[src/logic/ovx_pkg.sv]
// Purpose: Shared constants for the V/Hz overexcitation unit control block
// Assumes: 32-bit AHB-Lite register bus, 10 MHz clock
// Notes:   Offsets are byte addresses, one register per aligned word
package ovx_pkg;
  localparam int          UNITS        = 4;
  // Timing
  localparam int          CLK_NS       = 100;
  localparam int          TICK_NS      = 10_000_000;
  localparam int          TICK_CYCLES  = TICK_NS / CLK_NS;
  localparam int          TIME_W       = 16;
  localparam int          DIAL_W       = 10;
  // Register offsets
  localparam logic [7:0]  OFS_STATUS   = 8'h00;
  localparam logic [7:0]  OFS_CLEAR    = 8'h04;
  localparam logic [7:0]  OFS_IRQ_EN   = 8'h08;
  localparam logic [7:0]  OFS_STATE    = 8'h0C;
  localparam logic [3:0]  UNIT_FIRST   = 4'h1;
  localparam logic [3:0]  UNIT_LAST    = 4'h4;
  localparam logic [1:0]  SUB_CFG      = 2'h0;
  localparam logic [1:0]  SUB_DELAY    = 2'h1;
  localparam logic [1:0]  SUB_DIAL     = 2'h2;
  // Unit config fields
  localparam int          CFG_CMD_EN   = 0;
  localparam int          CFG_PIN_SRC  = 1;
  localparam int          CFG_CURVE    = 2;
  localparam logic [2:0]  CFG_RESET    = 3'h1;
  localparam logic [15:0] DELAY_RESET  = 16'h0064;
  localparam logic [9:0]  DIAL_RESET   = 10'h00A;
  // Event and state field bases
  localparam int          EV_PICKUP    = 0;
  localparam int          EV_TRIP      = 4;
  localparam int          EV_BLOCK     = 8;
  localparam int          EV_ENABLE    = 12;
  localparam int          ST_SERVICE   = 8;
  localparam int          ST_BLOCK     = 12;
  localparam int          ST_ENABLE    = 16;
  localparam int          EV_W         = 16;
  // Timing type codes
  localparam logic        CURVE_DEF    = 1'b0;
  localparam logic        CURVE_INV    = 1'b1;
endpackage

[src/logic/ovx_top.sv]
// Purpose: Four-unit V/Hz overexcitation control with AHB-Lite registers
// Assumes: Contact inputs asynchronous; measurement inputs on CLK_I
// Notes:   Zero-wait slave; read data registered in the address phase
// Contract
// - Blocking before trip keeps the unit from tripping while it stays.
// - Blocking after trip clears the unit's trip output.
// - Unit in service only while enable active; else no pickup or trip.
// - Undriven enable counts as one; unit in service by default.
// - Enable comes from a contact level or from a command.
// - Pickup asserts the pickup output and starts the operate timer together.
// - Four independent units, each with its own inputs and outputs. The code shares one VOLT_INHIBIT_I input across all four.
// - Separate trip per unit, when its timer completes with pickup held.
// - Per-unit status output shows enabled or disabled.
// - Blocking and enable inputs reported as outputs and events.
// - Pickup above 1.05 times set ratio, drops below set value.
// - Trip needs pickup for the whole delay; dropout restarts timer.
// - No trip while voltage is below the inhibit setting.
// - Timing type 0 uses the delay, type 1 the inverse curve.
`timescale 1ns/1ns
module ovx_top #(
  parameter int TICK_CYCLES = ovx_pkg::TICK_CYCLES
) (
  // Clock and reset
  input  wire logic                                  CLK_I,
  input  wire logic                                  SYS_RST_I,
  // AHB-Lite slave
  input  wire logic                                  HSEL_I,
  input  wire logic [31:0]                           HADDR_I,
  input  wire logic [1:0]                            HTRANS_I,
  input  wire logic                                  HWRITE_I,
  input  wire logic [2:0]                            HSIZE_I,
  input  wire logic [31:0]                           HWDATA_I,
  input  wire logic                                  HREADY_I,
  output logic      [31:0]                           HRDATA_O,
  output logic                                       HREADYOUT_O,
  output logic                                       HRESP_O,
  // Contact inputs, asynchronous
  input  wire logic [ovx_pkg::UNITS-1:0]             VHZ_BLOCK_IN_I,
  input  wire logic [ovx_pkg::UNITS-1:0]             VHZ_ENABLE_IN_I,
  // Measurement, on CLK_I
  input  wire logic [ovx_pkg::UNITS-1:0]             VHZ_ABOVE_PU_I,
  input  wire logic [ovx_pkg::UNITS-1:0]             VHZ_ABOVE_SET_I,
  input  wire logic                                  VOLT_INHIBIT_I,
  input  wire logic [ovx_pkg::UNITS*ovx_pkg::TIME_W-1:0] INV_TIME_I,
  // Unit outputs
  output logic      [ovx_pkg::UNITS-1:0]             VHZ_PICKUP_OUT_O,
  output logic      [ovx_pkg::UNITS-1:0]             VHZ_TRIP_OUT_O,
  output logic      [ovx_pkg::UNITS-1:0]             VHZ_IN_SERVICE_O,
  output logic      [ovx_pkg::UNITS-1:0]             VHZ_BLOCK_OUT_O,
  output logic      [ovx_pkg::UNITS-1:0]             VHZ_ENABLE_OUT_O,
  // Curve arithmetic settings
  output logic      [ovx_pkg::UNITS-1:0]             CURVE_O,
  output logic      [ovx_pkg::UNITS*ovx_pkg::DIAL_W-1:0] DIAL_O,
  // Interrupt
  output logic                                       IRQ_O
);
  localparam int N  = ovx_pkg::UNITS;
  localparam int TW = ovx_pkg::TIME_W;
  localparam int DW = ovx_pkg::DIAL_W;
  localparam int EW = ovx_pkg::EV_W;

  // Divider for the 10 ms timer tick
  logic [31:0]         div_r;
  logic                tick_r;
  wire                 div_end = div_r == 32'(TICK_CYCLES - 1);

  always_ff @(posedge CLK_I) begin
    if (SYS_RST_I) begin
      div_r  <= 32'h0000_0000;
      tick_r <= 1'b0;
    end else begin
      div_r  <= div_end ? 32'h0000_0000 : div_r + 32'h0000_0001;
      tick_r <= div_end;
    end
  end

  // Contact synchronisers
  logic [N-1:0]        blk_s1_r;
  logic [N-1:0]        blk_s2_r;
  logic [N-1:0]        enp_s1_r;
  logic [N-1:0]        enp_s2_r;

  always_ff @(posedge CLK_I) begin
    if (SYS_RST_I) begin
      blk_s1_r <= '0;
      blk_s2_r <= '0;
      enp_s1_r <= '0;
      enp_s2_r <= '0;
    end else begin
      blk_s1_r <= VHZ_BLOCK_IN_I;
      blk_s2_r <= blk_s1_r;
      enp_s1_r <= VHZ_ENABLE_IN_I;
      enp_s2_r <= enp_s1_r;
    end
  end

  // Unit settings
  logic [2:0]          cfg_r   [N];
  logic [TW-1:0]       delay_r [N];
  logic [DW-1:0]       dial_r  [N];
  logic [N-1:0]        en_eff;
  logic [N-1:0]        pickup;
  logic [N-1:0]        trip;
  logic [TW-1:0]       limit   [N];

  genvar g;
  generate
    for (g = 0; g < N; g++) begin : g_unit
      // Pin source or command; the command defaults to one
      assign en_eff[g] = cfg_r[g][ovx_pkg::CFG_PIN_SRC] ? enp_s2_r[g]
                                                        : cfg_r[g][ovx_pkg::CFG_CMD_EN];
      assign limit[g]  = (cfg_r[g][ovx_pkg::CFG_CURVE] == ovx_pkg::CURVE_INV)
                         ? INV_TIME_I[g*TW +: TW] : delay_r[g];
      assign CURVE_O[g]          = cfg_r[g][ovx_pkg::CFG_CURVE];
      assign DIAL_O[g*DW +: DW]  = dial_r[g];

      ovx_unit u_unit (
        .clk_i     (CLK_I),
        .rst_i     (SYS_RST_I),
        .tick_i    (tick_r),
        .svc_i     (en_eff[g]),
        .blk_i     (blk_s2_r[g]),
        .inhibit_i (VOLT_INHIBIT_I),
        .limit_i   (limit[g]),
        .pu_hi_i   (VHZ_ABOVE_PU_I[g]),
        .pu_lo_i   (VHZ_ABOVE_SET_I[g]),
        .pickup_o  (pickup[g]),
        .trip_o    (trip[g])
      );
    end
  endgenerate

  // Registered unit outputs, one cycle behind the unit state
  logic [N-1:0]        pickup_out_r;
  logic [N-1:0]        trip_out_r;
  logic [N-1:0]        svc_out_r;
  logic [N-1:0]        blk_out_r;
  logic [N-1:0]        en_out_r;

  always_ff @(posedge CLK_I) begin
    if (SYS_RST_I) begin
      pickup_out_r <= '0;
      trip_out_r   <= '0;
      svc_out_r    <= '0;
      blk_out_r    <= '0;
      en_out_r     <= '0;
    end else begin
      pickup_out_r <= pickup;
      trip_out_r   <= trip;
      svc_out_r    <= en_eff;
      blk_out_r    <= blk_s2_r;
      en_out_r     <= en_eff;
    end
  end

  assign VHZ_PICKUP_OUT_O = pickup_out_r;
  assign VHZ_TRIP_OUT_O   = trip_out_r;
  assign VHZ_IN_SERVICE_O = svc_out_r;
  assign VHZ_BLOCK_OUT_O  = blk_out_r;
  assign VHZ_ENABLE_OUT_O = en_out_r;

  // Enable reference resets to the default enable, so leaving reset is no event
  logic [N-1:0]        en_prev_r;

  always_ff @(posedge CLK_I) begin
    if (SYS_RST_I) begin
      en_prev_r <= {N{ovx_pkg::CFG_RESET[ovx_pkg::CFG_CMD_EN]}};
    end else begin
      en_prev_r <= en_eff;
    end
  end

  // Events: rising pickup and trip, any change of block or enable
  wire [EW-1:0]        events = {en_prev_r ^ en_eff, blk_out_r ^ blk_s2_r,
                                 trip & ~trip_out_r, pickup & ~pickup_out_r};

  // AHB-Lite address phase
  wire                 ahb_go  = HSEL_I & HTRANS_I[1] & HREADY_I;
  wire                 ahb_wr  = ahb_go & HWRITE_I;
  wire                 ahb_rd  = ahb_go & ~HWRITE_I;
  logic                wr_pend_r;
  logic [7:0]          wr_addr_r;

  always_ff @(posedge CLK_I) begin
    if (SYS_RST_I) begin
      wr_pend_r <= 1'b0;
      wr_addr_r <= 8'h00;
    end else begin
      wr_pend_r <= ahb_wr;
      wr_addr_r <= ahb_wr ? HADDR_I[7:0] : wr_addr_r;
    end
  end

  // Data phase write decode
  wire [3:0]           w_blk   = wr_addr_r[7:4];
  wire [1:0]           w_sub   = wr_addr_r[3:2];
  wire [1:0]           w_unit  = 2'(w_blk - ovx_pkg::UNIT_FIRST);
  wire                 w_inu   = wr_pend_r && w_blk >= ovx_pkg::UNIT_FIRST && w_blk <= ovx_pkg::UNIT_LAST;
  wire                 w_clear = wr_pend_r && wr_addr_r == ovx_pkg::OFS_CLEAR;
  wire                 w_irqen = wr_pend_r && wr_addr_r == ovx_pkg::OFS_IRQ_EN;
  wire                 w_cfg   = w_inu && w_sub == ovx_pkg::SUB_CFG;
  wire                 w_delay = w_inu && w_sub == ovx_pkg::SUB_DELAY;
  wire                 w_dial  = w_inu && w_sub == ovx_pkg::SUB_DIAL;

  // Interrupt status, set wins over clear
  logic [EW-1:0]       status_r;
  logic [EW-1:0]       irq_en_r;
  wire  [EW-1:0]       clr_mask = w_clear ? HWDATA_I[EW-1:0] : '0;

  always_ff @(posedge CLK_I) begin
    if (SYS_RST_I) begin
      status_r <= '0;
      irq_en_r <= '0;
    end else begin
      status_r <= (status_r & ~clr_mask) | events;
      irq_en_r <= w_irqen ? HWDATA_I[EW-1:0] : irq_en_r;
    end
  end

  assign IRQ_O = |(status_r & irq_en_r);

  // Unit setting registers
  always_ff @(posedge CLK_I) begin
    if (SYS_RST_I) begin
      for (int i = 0; i < N; i++) begin
        cfg_r[i]   <= ovx_pkg::CFG_RESET;
        delay_r[i] <= ovx_pkg::DELAY_RESET;
        dial_r[i]  <= ovx_pkg::DIAL_RESET;
      end
    end else begin
      if (w_cfg) begin
        cfg_r[w_unit] <= HWDATA_I[2:0];
      end
      if (w_delay) begin
        delay_r[w_unit] <= HWDATA_I[TW-1:0];
      end
      if (w_dial) begin
        dial_r[w_unit] <= HWDATA_I[DW-1:0];
      end
    end
  end

  // Read decode in the address phase
  wire [7:0]           r_addr  = HADDR_I[7:0];
  wire [3:0]           r_blk   = r_addr[7:4];
  wire [1:0]           r_sub   = r_addr[3:2];
  wire [1:0]           r_unit  = 2'(r_blk - ovx_pkg::UNIT_FIRST);
  wire                 r_inu   = r_blk >= ovx_pkg::UNIT_FIRST && r_blk <= ovx_pkg::UNIT_LAST;
  wire [31:0]          state_w = {12'h000, en_eff, blk_s2_r, en_eff, trip, pickup};
  logic [31:0]         rd_mux;

  always_comb begin
    rd_mux = 32'h0000_0000;
    if (r_addr == ovx_pkg::OFS_STATUS) begin
      rd_mux = {16'h0000, status_r};
    end else if (r_addr == ovx_pkg::OFS_IRQ_EN) begin
      rd_mux = {16'h0000, irq_en_r};
    end else if (r_addr == ovx_pkg::OFS_STATE) begin
      rd_mux = state_w;
    end else if (r_inu && r_sub == ovx_pkg::SUB_CFG) begin
      rd_mux = {29'h0000_0000, cfg_r[r_unit]};
    end else if (r_inu && r_sub == ovx_pkg::SUB_DELAY) begin
      rd_mux = {16'h0000, delay_r[r_unit]};
    end else if (r_inu && r_sub == ovx_pkg::SUB_DIAL) begin
      rd_mux = {22'h00_0000, dial_r[r_unit]};
    end
  end

  logic [31:0]         rdata_r;

  always_ff @(posedge CLK_I) begin
    if (SYS_RST_I) begin
      rdata_r <= 32'h0000_0000;
    end else if (ahb_rd) begin
      rdata_r <= rd_mux;
    end
  end

  // Zero wait states; unmapped reads give zero, writes are dropped
  assign HRDATA_O    = rdata_r;
  assign HREADYOUT_O = 1'b1;
  assign HRESP_O     = 1'b0;
endmodule

[src/logic/ovx_unit.sv]
// Purpose: One overexcitation unit: pickup hysteresis, operate timer, trip
// Assumes: tick_i is a one-cycle 10 ms pulse
// Notes:   Trip falls with pickup; a disabled or blocked unit holds nothing
`timescale 1ns/1ns
module ovx_unit (
  // Clock and reset
  input  wire logic                        clk_i,
  input  wire logic                        rst_i,
  input  wire logic                        tick_i,
  // Control
  input  wire logic                        svc_i,
  input  wire logic                        blk_i,
  input  wire logic                        inhibit_i,
  input  wire logic [ovx_pkg::TIME_W-1:0]  limit_i,
  // Measurement
  input  wire logic                        pu_hi_i,
  input  wire logic                        pu_lo_i,
  // Outputs
  output logic                             pickup_o,
  output logic                             trip_o
);
  logic                        pickup_r;
  logic                        pickup_nxt;
  logic                        trip_r;
  logic                        trip_nxt;
  logic [ovx_pkg::TIME_W-1:0]  cnt_r;
  logic [ovx_pkg::TIME_W-1:0]  cnt_nxt;
  wire                         act      = svc_i & ~blk_i;
  wire                         expired  = cnt_r >= limit_i;

  // Set above 1.05x, hold until below set value
  assign pickup_nxt = act & (pu_hi_i | (pickup_r & pu_lo_i));
  // Count only while picked up; a dropout restarts from zero
  assign cnt_nxt = !(act & pickup_r) ? '0 :
                   (tick_i && !expired) ? cnt_r + 1'b1 : cnt_r;
  // Block before trip prevents it, block after trip clears it
  assign trip_nxt = act & pickup_r & pickup_nxt & expired & ~inhibit_i;

  always_ff @(posedge clk_i) begin
    if (rst_i) begin
      pickup_r <= 1'b0;
      trip_r   <= 1'b0;
      cnt_r    <= '0;
    end else begin
      pickup_r <= pickup_nxt;
      trip_r   <= trip_nxt;
      cnt_r    <= cnt_nxt;
    end
  end

  assign pickup_o = pickup_r;
  assign trip_o   = trip_r;
endmodule

[config.mk]
export PLATFORM = sky130hd
export DESIGN_NAME = ovx_top
export DESIGN_NICKNAME = d
export VERILOG_FILES = /design/src/logic/ovx_pkg.sv /design/src/logic/ovx_top.sv /design/src/logic/ovx_unit.sv
export SDC_FILE = /design/constraint.sdc
export NUM_CORES = 1
export LEC_CHECK = 0
export BUFFER_PORTS_ARGS = -buffer_cell sky130_fd_sc_hd__buf_2
export CAP_MARGIN = 40
export CORE_ASPECT_RATIO = 1.25
export CORE_UTILIZATION = 35
export DETAILED_ROUTE_END_ITERATION = 10
export HOLD_SLACK_MARGIN = 0.06
export PLACE_DENSITY_LB_ADDON = 0.12
export REMOVE_ABC_BUFFERS = 1
export SYNTH_ARGS = -nofsm -noshare
export SYNTH_HDL_FRONTEND = slang
export SYNTH_SLANG_ARGS = --single-unit
[constraint.sdc]
create_clock -name CLK_I -period 8.9 [get_ports CLK_I]
set_input_delay 0.89 -clock CLK_I [delete_from_list [all_inputs] [get_ports CLK_I]]
set_output_delay 0.89 -clock CLK_I [all_outputs]
set_load 0.01 [all_outputs]
==> impl_metrics.yaml <==
route:
  ant_nets: 0
  vias: 12800
  drc_errors: 0
  routed_wl_mm: 51.4
  drt-initial-drc-count: 572
  dr.pass1.iters: 5
  viasPerCell: 5.38
  wl_per_cell_um: 21.7
timing:
  max_slew_margin_pct: 38.2
  final_max_slew_viol_count: 0
  max_freq_ghz: 0.286
  rsz0062_at_grt: "no"
  tns_ns: 0
  layout_min_cycle_time_ns: 3.50
  final-setup-viol-count: 0
  worstMarginPinSlew_ns: 0.925
  final_hold_viol_count: 0
  fin_ws_ns: 5.40
  fin_skew_ns: 0.0236
  period_share_pct: 39.3
cts:
  cts_root_buf: "clkbuf_16"
  clkLatencyLatePin_ns: 0.56
  cts-resized-gates: 0
  cts_sinks: 318
  postCtsHoldBufs: 0
  cts_tree: "yes"
  cts-htree-levels: 2
  path_clk_slew_ns: 0.06
  clk_path_buf_depth: 3
  cts-buffers-inserted: 37
  cts_setup_buffers: 0
worst_setup_path:
  critPathKind: "flip-flop to flip-flop"
  critical_path_required_ns: 9.37
  startpoint_type: "flip-flop"
  crit_path_end_kind: "flip-flop"
  critPathMaxFanout: 18
  regToRegSetupSlack_ns: 5.40
  cp_data_arrival_time_ns: 3.97
synth:
  synth-edff-count: 116
  synth_top_area_share_pct: 24.9
  syn_inst: 1589
  synth-seq-cells: 318
  synthTopCellsByArea: "dfxtp_1 25%, edfxtp_1 21%, ha_1 5.7%"
  synth_largest_area_cell: "dfxtp_1"
  yosys_warnings: 0
  ys.flop_type: "dfxtp_1"
  async_flop_share_pct: 0
  ys_types: 73
  synth-seq-area-share_pct: 46.3
  syn_avg_cell_area_sq_um: 10.2
  syn_area_sq_um: 16300
grt:
  antenna_found_initial: 1
  grt_usage_pct: 21.6
  grt_max_degree: 50
  grt_first_pass_wirelength_mm: 76.8
  overflow: 0
  first_global_vias: 12500
die:
  coreArea_sq_um: 45500
  io_pins: 254
  rows: 87
  dieWidth_um: 195
  die-area_sq_um: 47300
  dieHeight_um: 243
  start_util_pct: 35.7
run:
  max-cap-violations: 0
power_and_ir_drop:
  vdd_drop_max_mv: 0.141
  cellPowerDensity_nw_per_um2: 176
  leakagePower_uw: 0.00731
  power_uw: 3320
cells_and_area:
  nets: 1994
  fillers: 4529
  drive_above_1_share_pct: 19.8
  num_antenna_cells: 0
  utilization_pct: 41.6
  area_delta_synth_final_pct: 16.4
run_status:
  outcome: "finished, final reports clean"
place:
  dp_slack_ns: 4.93
  place_hpwl_mm: 38.0
  numPortBuffers: 195
  gp_congestion: 0.828
min_path:
  hold_path_class: "flip-flop to flip-flop"
==> cells in the mapped netlist (all sizes together), types with 5 or more instances <==
library cell	instances
mux4	29
xnor2	26
inv	27
a2111oi	5
o21ai	42
or4	25
or3	34
nand3	36
a31o	7
o31ai	20
nor2b	40
nor2	133
a22o	6
a311oi	5
a221o	5
edfxtp	116
a21oi	128
and2	95
mux2	7
xor2	21
or2	13
nor3	22
nand4	30
ha	74
clkbuf	54
and3	22
nand2	112
nor4b	5
buf	40
o2111ai	8
dfxtp	202
o211ai	15
nor4	17
mux2i	90
nand2b	31
==> stage by stage <==
stage	hold WS, ns	area [sq um]	instances
finish	0.425	18900	2371
global route	0.452	18900	2371
CTS	0.428	18900	2371
detailed placement	0.420	17700	2304
global placement	0.417	17600	2298
floorplan	0.414	15800	1507
==> flip-flops by register name, indices dropped and copies added (netlist names), 4 cells and up <==
register and flops:
HRDATA_O 20, blk_s1_r 4, g_unit.u_unit.trip_o 4, enp_s2_r 4
VHZ_BLOCK_OUT_O 4, en_prev_r 4, div_r 32, wr_addr_r 8
blk_s2_r 4, irq_en_r 16, g_unit.u_unit.pickup_o 4, dial_r 40
cfg_r 12, VHZ_PICKUP_OUT_O 4, delay_r 64, VHZ_ENABLE_OUT_O 4
VHZ_TRIP_OUT_O 4, enp_s1_r 4, status_r 16, g_unit.u_unit.cnt_r 64
==> cell type report <==
cell class,count,area (sq um),area share [%]
multi-input combinational,1162,8140,43.0
tap,578,723,3.82
inverter,27,101,0.536
timing repair buffer,219,1220,6.48
clock inverter,17,159,0.840
clock buffer,50,1040,5.49
sequential,318,7530,39.8
==> worst max-delay path, stage by stage, from the launching register on <==
cell and delay [ns]:
edfxtp_1 0.32, buf_4 0.32, mux2_2 0.38, ha_1 0.26, or3b_1 0.37, o2111ai_1 0.11, a2111o_1 0.20, nand3_1 0.57
or4_1 0.70, a21oi_1 0.15
==> cells by family after synthesis <==
logic type	count (synthesis)	synth area share, %
AOI/OAI and AO/OA	271	10.7
DFF	318	46.3
muxes	126	10.0
and+or+nand+nor	630	20.8
other	2	0.0462
adders and majority gates	74	5.70
xor gates and xnor gates	47	2.53
buffers and inverters	121	3.87
==> report_power, final <==
group	switching (uW)	total, uW	internal (uW)
combinational	144	235	91.7
clock	640	1520	883
sequential	30.0	1560	1530
==> per-layer routing <==
metal / vias to the layer above / part of all wire (%) / track usage, %
met5: - / 0.031 / 0
met4: 2 / 2.1 / 5.60
met3: 54 / 5.1 / 3.88
met2: 323 / 50 / 37.9
met1: 6228 / 43 / 27.2
li1: 6144 / - / -
==> layout by cell type (no fill, tap or decap), drive strengths merged, types with 50 or more instances in the layout <==
cell type	n
mux2i	90
clkbuf	50
dfxtp	202
edfxtp	116
nor2	133
a21oi	128
and2	95
buf	219
ha	74
nand2	112
==> worst paths after layout <==
path,start,endpoint,depth (start not counted)
max,cfg_r[0][2],g_unit[0].u_unit.cnt_r[8],9
min,enp_s1_r[2],enp_s2_r[2],1
max reg2reg,cfg_r[0][2],g_unit[0].u_unit.cnt_r[8],9
min reg2reg,enp_s1_r[2],enp_s2_r[2],1
Note: power is estimated with default switching activity, not from simulation.
